File: src/sarro_params.svh
// constants of the converter control and result readout block
// assumes a 250 MHz mclk; pin signals arrive asynchronous to it
`ifndef SARRO_PARAMS_SVH
`define SARRO_PARAMS_SVH
// ----------------------------------------
// timing
// ----------------------------------------
`define SARRO_CLK_NS      4
`define SARRO_CONV_NS     4000
`define SARRO_ACQ_AUTO_NS 5600
`define SARRO_CONV_CYC    ((`SARRO_CONV_NS + `SARRO_CLK_NS - 1) / `SARRO_CLK_NS)
`define SARRO_ACQ_CYC     ((`SARRO_ACQ_AUTO_NS + `SARRO_CLK_NS - 1) / `SARRO_CLK_NS)
`define SARRO_PH_CYC      4
`define SARRO_CNT_W       12
// ----------------------------------------
// result word
// ----------------------------------------
`define SARRO_NBITS       16
`define SARRO_BITS_W      5
// ----------------------------------------
// positions in the synchronised pin vector
// ----------------------------------------
`define SARRO_PIN_N       11
`define SARRO_I_CNV       0
`define SARRO_I_CS        1
`define SARRO_I_RD        2
`define SARRO_I_SCK       3
`define SARRO_I_CHN       4
`define SARRO_I_PD        5
`define SARRO_I_SER       6
`define SARRO_I_EXT       7
`define SARRO_I_OCS       8
`define SARRO_I_INVC      9
`define SARRO_I_INVS      10
`endif

File: src/sarro_pkg.sv
// types of the converter control and result readout block
// assumes sarro_params.svh is on the include path
`include "sarro_params.svh"
package sarro_pkg;
   typedef enum logic [1:0] {
      ST_IDLE  = 2'b00,
      ST_ACQ   = 2'b01,
      ST_CONV  = 2'b10,
      ST_MSEND = 2'b11
   } sarro_state_t;

   typedef struct packed {
      sarro_state_t                 st;
      logic [`SARRO_CNT_W-1:0]      cnt;
      logic [`SARRO_PIN_N-1:0]      s1;
      logic [`SARRO_PIN_N-1:0]      s2;
      logic [`SARRO_PIN_N-1:0]      s3;
      logic [`SARRO_NBITS-1:0]      hold;
      logic [`SARRO_NBITS-1:0]      sh;
      logic                         mact;
      logic [`SARRO_BITS_W-1:0]     mbits;
      logic [1:0]                   mph;
      logic [`SARRO_CNT_W-1:0]      mdiv;
      logic                         sclk;
      logic                         sync;
      logic [`SARRO_BITS_W-1:0]     sbits;
      logic                         rise_seen;
      logic                         chain;
      logic                         rdc_f;
      logic                         err;
   } sarro_regs_t;
endpackage

File: src/sarro_core.sv
// conversion control, output coding, parallel and serial result port
// assumes an analog core presenting adc_code on mclk; pins are async
`timescale 1ns/1ns
`include "sarro_params.svh"
module sarro_core #(
   parameter logic [`SARRO_CNT_W-1:0] CONV_CYC = `SARRO_CNT_W'(`SARRO_CONV_CYC),
   parameter logic [`SARRO_CNT_W-1:0] ACQ_CYC  = `SARRO_CNT_W'(`SARRO_ACQ_CYC),
   parameter logic [`SARRO_CNT_W-1:0] PH_CYC   = `SARRO_CNT_W'(`SARRO_PH_CYC)
) (
   // clock and reset
   input  wire logic                    mclk,
   input  wire logic                    nrst,
   // conversion control pins
   input  wire logic                    conversion_start_n,
   input  wire logic                    power_down_request,
   output logic                         busy,
   output logic                         powered_down,
   // analog core result
   input  wire logic [`SARRO_NBITS-1:0] adc_code,
   // configuration pins
   input  wire logic                    output_coding_select,
   input  wire logic                    serial_parallel_select,
   input  wire logic                    clock_source_select,
   input  wire logic                    serial_clock_invert,
   input  wire logic                    frame_strobe_invert,
   input  wire logic                    read_timing_or_chain_in,
   // read strobes
   input  wire logic                    cs_n,
   input  wire logic                    rd_n,
   // parallel bus
   output logic [`SARRO_NBITS-1:0]      data_out,
   output logic                         data_oe,
   // serial port
   input  wire logic                    sclk_in,
   output logic                         sclk_out,
   output logic                         sclk_oe,
   output logic                         frame_strobe,
   output logic                         serial_data_out,
   output logic                         serial_data_oe,
   output logic                         read_overrun_flag
);
   localparam logic [`SARRO_BITS_W-1:0] LAST = `SARRO_BITS_W'(`SARRO_NBITS - 1);
   localparam logic [`SARRO_BITS_W-1:0] FULL = `SARRO_BITS_W'(`SARRO_NBITS);
   localparam int MSB = `SARRO_NBITS - 1;
   localparam sarro_pkg::sarro_regs_t RST = '{
      st: sarro_pkg::ST_IDLE, s1: '1, s2: '1, s3: '1, default: '0};

   sarro_pkg::sarro_regs_t q;
   sarro_pkg::sarro_regs_t n;

   // ----------------------------------------
   // decoded pin levels and edges
   // ----------------------------------------
   logic                    cnv_l;
   logic                    cnv_fall;
   logic                    ser;
   logic                    master;
   logic                    m_rac;
   logic                    m_rdc;
   logic                    rd_act;
   logic                    sck_r;
   logic                    sck_f;
   logic                    conv_end;
   logic                    mwrap;
   logic                    mdone;
   logic [`SARRO_NBITS-1:0] coded;
   logic [`SARRO_PIN_N-1:0] pins;

   assign pins = {frame_strobe_invert, serial_clock_invert, output_coding_select,
                  clock_source_select, serial_parallel_select, power_down_request,
                  read_timing_or_chain_in, sclk_in, rd_n, cs_n, conversion_start_n};
   assign cnv_l    = ~q.s2[`SARRO_I_CNV];
   assign cnv_fall = q.s3[`SARRO_I_CNV] & cnv_l;
   assign ser      = q.s2[`SARRO_I_SER];
   assign master   = ser & ~q.s2[`SARRO_I_EXT];
   assign m_rac    = master & ~q.s2[`SARRO_I_CHN];
   assign m_rdc    = master & q.s2[`SARRO_I_CHN];
   assign rd_act   = ser & q.s2[`SARRO_I_EXT] & ~q.s2[`SARRO_I_CS] & ~q.s2[`SARRO_I_RD];
   assign sck_r    = ~q.s3[`SARRO_I_SCK] & q.s2[`SARRO_I_SCK];
   assign sck_f    = q.s3[`SARRO_I_SCK] & ~q.s2[`SARRO_I_SCK];
   assign conv_end = (q.st == sarro_pkg::ST_CONV) && (q.cnt == CONV_CYC - 1'b1);
   // binary when select high, msb flipped for twos complement
   assign coded    = {adc_code[MSB] ^ ~q.s2[`SARRO_I_OCS], adc_code[MSB-1:0]};
   assign mwrap    = q.mact && (q.mdiv == PH_CYC - 1'b1) && (q.mph == 2'd3);
   assign mdone    = mwrap && (q.mbits == LAST);

   // ----------------------------------------
   // next state
   // ----------------------------------------
   always_comb begin
      n     = q;
      n.s1  = pins;
      n.s2  = q.s1;
      n.s3  = q.s2;
      n.err = 1'b0;

      // master serial engine: four phases a bit, data moves in low phase
      if (q.mact) begin
         n.mdiv = q.mdiv + 1'b1;
         if (q.mdiv == PH_CYC - 1'b1) begin
            n.mdiv = '0;
            n.mph  = q.mph + 2'd1;
            if (q.mph == 2'd0) begin
               n.sclk = 1'b1;
            end else if (q.mph == 2'd2) begin
               n.sclk = 1'b0;
            end else if (q.mph == 2'd3) begin
               n.sh    = {q.sh[MSB-1:0], 1'b0};
               n.mbits = q.mbits + 1'b1;
               if (mdone) begin
                  n.mact = 1'b0;
                  n.sync = 1'b0;
               end
            end
         end
      end

      // slave serial engine on the sampled external clock
      if (!rd_act) begin
         n.rise_seen = 1'b0;
      end else begin
         if (sck_r) begin
            n.rise_seen = 1'b1;
            n.chain     = q.rdc_f ? 1'b0 : q.s2[`SARRO_I_CHN];
            if (q.sbits != FULL) begin
               n.sbits = q.sbits + 1'b1;
            end
            if (q.st == sarro_pkg::ST_CONV) begin
               n.rdc_f = 1'b1;
            end
         end
         // a leading fall of an idle-high clock must not shift
         if (sck_f && q.rise_seen) begin
            n.sh = {q.sh[MSB-1:0], q.chain};
         end
      end

      // conversion sequencing
      case (q.st)
         sarro_pkg::ST_IDLE: begin
            if (cnv_fall) begin
               n.st  = sarro_pkg::ST_CONV;
               n.cnt = '0;
            end else if (cnv_l) begin
               n.st  = sarro_pkg::ST_ACQ;
               n.cnt = '0;
            end
         end
         sarro_pkg::ST_ACQ: begin
            if (!cnv_l) begin
               n.st = sarro_pkg::ST_IDLE;
            end else if (q.cnt == ACQ_CYC - 1'b1) begin
               n.st  = sarro_pkg::ST_CONV;
               n.cnt = '0;
            end else begin
               n.cnt = q.cnt + 1'b1;
            end
         end
         sarro_pkg::ST_CONV: begin
            n.cnt = q.cnt + 1'b1;
            if (conv_end) begin
               n.hold  = coded;
               n.sh    = coded;
               n.sbits = '0;
               n.rdc_f = 1'b0;
               n.err   = q.rdc_f && (q.sbits != FULL);
               if (m_rac) begin
                  n.st = sarro_pkg::ST_MSEND;
               end else begin
                  n.st = sarro_pkg::ST_IDLE;
               end
            end
         end
         sarro_pkg::ST_MSEND: begin
            if (mdone) begin
               n.st = sarro_pkg::ST_IDLE;
            end
         end
         default: begin
            n.st = sarro_pkg::ST_IDLE;
         end
      endcase

      // master frame start: after conversion, or previous result during it
      if ((conv_end && m_rac) || (n.st == sarro_pkg::ST_CONV &&
          q.st != sarro_pkg::ST_CONV && m_rdc)) begin
         n.sh    = conv_end ? coded : q.hold;
         n.mact  = 1'b1;
         n.mbits = '0;
         n.mph   = '0;
         n.mdiv  = '0;
         n.sclk  = 1'b0;
         n.sync  = 1'b1;
      end
   end

   always_ff @(posedge mclk) begin
      if (!nrst) begin
         q <= RST;
      end else begin
         q <= n;
      end
   end

   // ----------------------------------------
   // outputs
   // ----------------------------------------
   assign busy              = (q.st == sarro_pkg::ST_CONV) || (q.st == sarro_pkg::ST_MSEND);
   assign powered_down      = q.s2[`SARRO_I_PD] && !busy;
   assign data_out          = q.hold;
   assign data_oe           = ~ser & ~q.s2[`SARRO_I_CS] & ~q.s2[`SARRO_I_RD];
   assign serial_data_out   = q.sh[MSB];
   assign serial_data_oe    = ser & ~q.s2[`SARRO_I_CS] & ~q.s2[`SARRO_I_RD];
   assign sclk_out          = q.sclk ^ q.s2[`SARRO_I_INVC];
   assign sclk_oe           = master;
   assign frame_strobe      = q.sync ^ q.s2[`SARRO_I_INVS];
   assign read_overrun_flag = q.err;

   // ----------------------------------------
   // checks
   // ----------------------------------------
   logic [`SARRO_CNT_W:0] blen;
   always_ff @(posedge mclk) begin
      if (!nrst) begin
         blen <= '0;
      end else if (!busy) begin
         blen <= '0;
      end else begin
         blen <= blen + 1'b1;
      end
   end
endmodule

File: config.mk
export PLATFORM = sky130hd
export DESIGN_NAME = sarro_core
export DESIGN_NICKNAME = d
export VERILOG_FILES = /design/src/sarro_pkg.sv /design/src/sarro_core.sv
export VERILOG_INCLUDE_DIRS = /design/src
export SDC_FILE = /design/constraint.sdc
export NUM_CORES = 1
export LEC_CHECK = 0
export BUFFER_PORTS_ARGS = -buffer_cell sky130_fd_sc_hd__buf_2
export CORE_UTILIZATION = 45
export CTS_CLUSTER_DIAMETER = 40
export DETAILED_ROUTE_END_ITERATION = 7
export PLACE_DENSITY = 0.65
export SYNTH_ARGS = -nofsm -noshare
export SYNTH_HDL_FRONTEND = slang
export SYNTH_SLANG_ARGS = --single-unit
File: constraint.sdc
create_clock -name mclk -period 3.9 [get_ports mclk]
set_input_delay 0.195 -clock mclk [delete_from_list [all_inputs] [get_ports mclk]]
set_output_delay 0.195 -clock mclk [all_outputs]
set_load 0.05 [all_outputs]
Word level (Yosys, flattened, before mapping)
Index checks and enable logic that the tools add are counted.
{"block": "word_totals", "reg_bits": 103, "input_bits": 29, "output_inout_bits": 25}
{"block": "op_classes", "n_addsub": 5, "eq_ne": 16, "mux": 39, "bitwise_logic": 28, "reduce_logical": 31}
{"operator": "2-to-1 mux 38 bit", "n": 3}
{"operator": "2-to-1 mux 16 bit", "n": 5}
{"operator": "2-to-1 mux 22 bit", "n": 3}
{"operator": "one-hot mux 12 bit (3 select lines)", "n": 1}
{"operator": "2-to-1 mux 14 bit", "n": 2}
{"operator": "adder 12 x 1 -> 12 bit (second input constant)", "n": 2}
{"operator": "2-to-1 mux 12 bit", "n": 2}
{"operator": "2-to-1 mux 5 bit", "n": 4}
{"operator": "2-to-1 mux 2 bit", "n": 7}
{"operator": "bitwise AND 1 bit", "n": 13}
{"operator": "== test 12 x 10 -> 1 bit (second input constant)", "n": 1}
{"operator": "== test 12 x 11 -> 1 bit (second input constant)", "n": 1}
{"operator": "== test 12 x 2 -> 1 bit (second input constant)", "n": 1}
{"operator": "NOT 1 bit", "n": 12}
{"operator": "adder 5 x 1 -> 5 bit (second input constant)", "n": 2}
{"operator": "== test 2 bit (second input constant)", "n": 5}
{"operator": "logical AND 1 bit", "n": 10}
{"operator": "2-to-1 mux 1 bit", "n": 10}
{"operator": "nonzero test 2 bit", "n": 5}
{"operator": "AND reduction 3 bit", "n": 3}
{"operator": "2-to-1 mux 8 bit", "n": 1}
{"operator": "one-hot mux 2 bit (4 select lines)", "n": 1}
{"operator": "AND reduction 2 bit", "n": 4}
{"operator": "AND reduction 6 bit", "n": 1}
{"operator": "other kinds (14)", "n": 20}

Depth between registers and ports, before layout
{"block": "logic_depth", "word_depth": 15, "ltp_mapped": 10}

Least setup slack after synthesis
OpenSTA, ideal clock, no wires.
{"block": "synth_timing", "kind": "register to register", "from": "register q, in the netlist n[69]", "to": "register q[39] (netlist name)", "setup_ps": 121, "t_arrival_ps": 2587, "t_required_ps": 3779, "setup_slack_ps": 1192, "path_stages_with_launch": 8, "path_buffers": 1, "synth_period_minus_slack_ps": 2708, "cell_sequence": "dfxtp_1 nor2b_1 a2111o_1 a221oi_1 o32a_4 a21oi_4 buf_12 mux2_4"}
{"block": "synth_between", "elab_chain_cells": 10, "word_cells_on_any_way": 18, "classes_between": "eq/ne: 1; mux: 7; bitwise: 6; reduce/logical: 4"}
{"element": "from (decl)", "line": "sarro_core.sv:48", "text": "sarro_pkg::sarro_regs_t q;"}
{"element": "from (signal assigned)", "line": "sarro_core.sv:201", "text": "q <= n;"}
{"element": "bitwise AND 1 bit *", "line": "sarro_core.sv:75", "text": "assign master = ser & ~q.s2[`SARRO_I_EXT];"}
{"element": "named net sclk_oe", "line": "sarro_core.sv:36", "text": "output logic sclk_oe,"}
{"element": "bitwise AND 1 bit", "line": "sarro_core.sv:76", "text": "assign m_rac = master & ~q.s2[`SARRO_I_CHN];"}
{"element": "2-to-1 mux 2 bit", "line": "sarro_core.sv:167", "text": "if (m_rac) begin"}
{"element": "2-to-1 mux 2 bit", "line": "sarro_core.sv:161", "text": "if (conv_end) begin"}
{"element": "one-hot mux 2 bit (4 select lines)", "line": "sarro_core.sv:139", "text": "case (q.st)"}
{"element": "== test 2 bit", "line": "sarro_core.sv:185", "text": "if ((conv_end && m_rac) || (n.st == sarro_pkg::ST_CONV &&"}
{"element": "logical AND 1 bit", "line": "sarro_core.sv:185"}
{"element": "logical AND 1 bit", "line": "sarro_core.sv:186", "text": "q.st != sarro_pkg::ST_CONV && m_rdc)) begin"}
{"element": "logical OR 1 bit *", "line": "sarro_core.sv:185"}
{"element": "2-to-1 mux 38 bit *", "line": "sarro_core.sv:185"}
Mark *: on every way through the listed nets, which the timed path passes. The rest lies on a longest branch.
A chain may end at the register's enable or synchronous reset.

Worst setup path after layout
{"block": "layout_timing", "from": "register q[96] (netlist name)", "to": "register q[38] (netlist name)"}
{"block": "layout_between", "elab_chain_cells": 9, "word_cells_on_any_way": 16, "classes_between": "eq/ne: 3; mux: 8; reduce/logical: 5"}
{"element": "== test 12 x 11 -> 1 bit / == test 12 x 10 -> 1 bit (equally long branches)", "line": "sarro_core.sv:152, sarro_core.sv:81"}
{"element": "2-to-1 mux 2 bit / logical AND 1 bit (equally long branches)", "line": "sarro_core.sv:152, sarro_core.sv:81"}
{"element": "2-to-1 mux 2 bit (on tied branches)", "line": "sarro_core.sv:150, sarro_core.sv:161"}
{"element": "one-hot mux 2 bit (4 select lines)", "line": "sarro_core.sv:139"}
{"element": "== test 2 bit", "line": "sarro_core.sv:185"}
{"element": "logical AND 1 bit", "line": "sarro_core.sv:185"}
{"element": "logical AND 1 bit", "line": "sarro_core.sv:186"}
{"element": "logical OR 1 bit", "line": "sarro_core.sv:185"}
{"element": "2-to-1 mux 38 bit *", "line": "sarro_core.sv:185"}
Mark *: on every way between the ends. The rest lies on a longest branch, timed or not.

==> summary.md <==
| Metric | Value |
|---|---|
| Post-synthesis sequential element count | 101 |
| DR pass1 iterations | 4 |
| Clk buf depth | 2 |
| Total grt overflow | 0 |
| Maximum clock rate | 335 MHz |
| Port bufs | 53 |
| Vias in the first global route | 3466 |
| Peak supply drop | 0.195 mV |
| Final wirelength | 9230 um |
| Total GRT Usage | 18.1% |
| Clock Skew | 0.0113 ns |
| Max Cap Viol | 0 |
| Drt via density | 5.13 |
| Drt wl/cell | 12.9 um |
| Leakage | 2.02 nW |
| Initial antenna violation count | 0 |
| Worst-path clk slew | 0.10 ns |
| Synth Flop Type | dfxtp_1 |
| Outcome | complete, no violations |
| Post_cts resized | 0 |
| DRT iter0 DRCs | 212 |
| CTS tree | built |
| Worst-Skew Late Latency | 0.37 ns |
| Max Slew Vio Count | 0 |
| # IOs | 54 |
| Die width | 104 um |
| Mapped Nets | 576 |
| Syn Inst Count | 534 |
| Dpl ws | 0.916 ns |
| Tcrit/Tclk final | 76.5% |
| Critical Path AT | 3.24 ns |
| Power Density | 344 mW/mm2 |
| Worst Path Required | 4.15 ns |
| Share of flip-flops with an asynchronous set or reset | 0% |
| Core ar. | 0.00991 mm2 |
| Post-DP HPWL | 6490 um |
| Setup CP Type | flip-flop to flip-flop |
| CP Launch Type | flip-flop |
| Final Critical Period | 2.98 ns |
| Synth warnings | 0 |
| H-tree depth | 3 |
| Post-synth EDFFs | 0 |
| Count of cell types in the netlist | 56 |
| Worst slew pin tran | 0.720 ns |
| Worst Setup Slack, final | 0.917 ns |
| Final setup violation count | 0 |
| Antenna viol nets, final | 0 |
| Register area share after synthesis | 43.5% |
| Setup TNS | 0 ns |
| Ant diodes | 0 |
| Slowest stage delay, CP | 0.59 ns |
| First-pass GRT wire length | 15900 um |
| Pin count of the biggest net entering global routing | 51 |
| CP max-delay cell | a21oi_4 |
| DIE HEIGHT | 104 um |
| Max transition margin | 51.9% |
| HP Class | input port to flip-flop |
| Share of layout cells above drive strength 1 | 17.8% |
| Sink Count | 101 |
| Row count | 36 |
| Most common cell after layout, fill and taps aside | dfxtp_1 |
| Critical-path cell list | ha_1 > nand4bb_1 > nor4_4 > nor2_2 > o32a_4 > a21oi_4 > mux2_2 |
| Hold Fails Final Rpt | 0 |
| DRC viols | 0 |
| Starting Density | 46.9% |
| Post-Synthesis Cell Area | 0.00465 mm2 |
| Worst Path Max Fanout | 18 |
| Bufs and invs on worst path | 0 |
| WHS | 0.0207 ns |
| Most frequent cells in the layout | dfxtp_1 (101), nand2_1 (94), buf_2 (53), nor2_1 (49), a21oi_1 (30) |
| Total number of vias | 3657 |
| CP endpoint kind | flip-flop |
| Cell family with most CP delay | compound AO/OA/AOI/OAI gates |
| Cell chosen for the clock root | clkbuf_8 |
| RSZ-0062 raised after global routing | false |
| Fin nets | 617 |
| P&R area growth vs syn | 11.6% |
| Routability cong. | 0.830 |
| Mean Syn Cell Area | 8.70 um2 |
| Die Footprint | 0.0107 mm2 |
| CTS Buf Count | 9 |
-- cells by family after synthesis --
logic type	after synthesis	share of synthesized area (%)
and+or+nand+nor	234	24.7
DFF	101	43.5
AOI/OAI and AO/OA	84	11.5
buffers and inverters	53	5.98
xor gates and xnor gates	29	5.46
muxes	20	5.41
adders and majority gates	13	3.50
-- synthesized netlist by cell type (3+ instances only) --
| master | instances | share of area [%] |
|---|---|---|
| a21oi_1 | 30 | 3.2 |
| a31oi_1 | 18 | 2.4 |
| and3_1 | 5 | 0.67 |
| buf_4 | 16 | 2.6 |
| clkbuf_1 | 19 | 1.5 |
| dfxtp_1 | 101 | 43 |
| ha_1 | 13 | 3.5 |
| inv_1 | 14 | 1.1 |
| mux2_2 | 9 | 2.2 |
| mux2_4 | 8 | 2.6 |
| mux2i_1 | 3 | 0.65 |
| nand2_1 | 94 | 7.6 |
| nand2b_1 | 27 | 3.6 |
| nand3_1 | 9 | 0.97 |
| nand4_1 | 13 | 1.7 |
| nand4bb_1 | 3 | 0.73 |
| nor2_1 | 49 | 4.0 |
| nor2b_1 | 5 | 0.67 |
| nor3_1 | 6 | 0.65 |
| nor4_1 | 3 | 0.40 |
| o21ai_0 | 18 | 1.9 |
| or3_1 | 3 | 0.40 |
| xnor2_1 | 8 | 1.5 |
| xor2_1 | 21 | 4.0 |
-- worst reg2reg max path, delay by kind of cell (launching register included) --
kind	cells	cell delay, ns
adders and majority gates	1	0.22
muxes	1	0.41
and+or+nand+nor	3	0.85
AOI/OAI and AO/OA	2	1.00
DFF	1	0.40
-- layer usage --
metal  track usage, %  share of wire [%]  vias up
met1             22.9                 47     1689
met3             3.84                3.6       16
li1                 -                  -     1873
met4             6.42                1.9        0
met2             30.3                 47       79
met5                0                  0        -
-- flip-flops by register name, summed over array words and instances, names as in the netlist --
name               count
q                     61
n                     22
data_out              16
read_overrun_flag      1
serial_data_out        1
-- final timing paths --
kind | start | endpoint | slack [ns] | cells after the start
worst min register to register | n[84]$_SDFF_PN1_ | n[73]$_SDFF_PN1_ | 0.41 | 1
worst max-delay path | q[96]$_SDFFE_PN0P_ | q[38]$_SDFF_PN0_ | 0.92 | 7
worst max register to register | q[96]$_SDFFE_PN0P_ | q[38]$_SDFF_PN0_ | 0.92 | 7
worst min-delay path | power_down_request | n[79]$_SDFF_PN1_ | 0.02 | 2
-- cell type report --
cell class | instances | area (um2)
inverter | 15 | 56.3
multi-input combinational | 380 | 2350
clock inverter | 7 | 62.6
sequential | 101 | 2020
timing repair buffer | 68 | 403
tap | 133 | 166
clock buffer | 9 | 124
fill | 950 | 4720
-- power by group --
part / internal [mW] / switching (mW)
clock network: 0.247 / 0.385
logic: 0.0432 / 0.0607
registers: 1.04 / 0.00815
-- stage by stage --
step / total power, mW / util (%) / area [um2] / cells
after global routing: 1.87 / 52.3 / 5190 / 713
after global placement: 1.17 / 49.5 / 4900 / 687
after detailed placement: 1.17 / 49.5 / 4900 / 687
after floorplan: 1.14 / - / 4650 / 534
after CTS: 1.81 / 52.3 / 5190 / 713
final: 1.79 / 52.3 / 5190 / 713
-- repair_timing --
item | in CTS | in global routing
setup buffers | 0 | 0
hold buffers | 10 | 0
endpoints found under the hold margin | 10 | 0
Note: power is estimated with default switching activity, not from simulation.
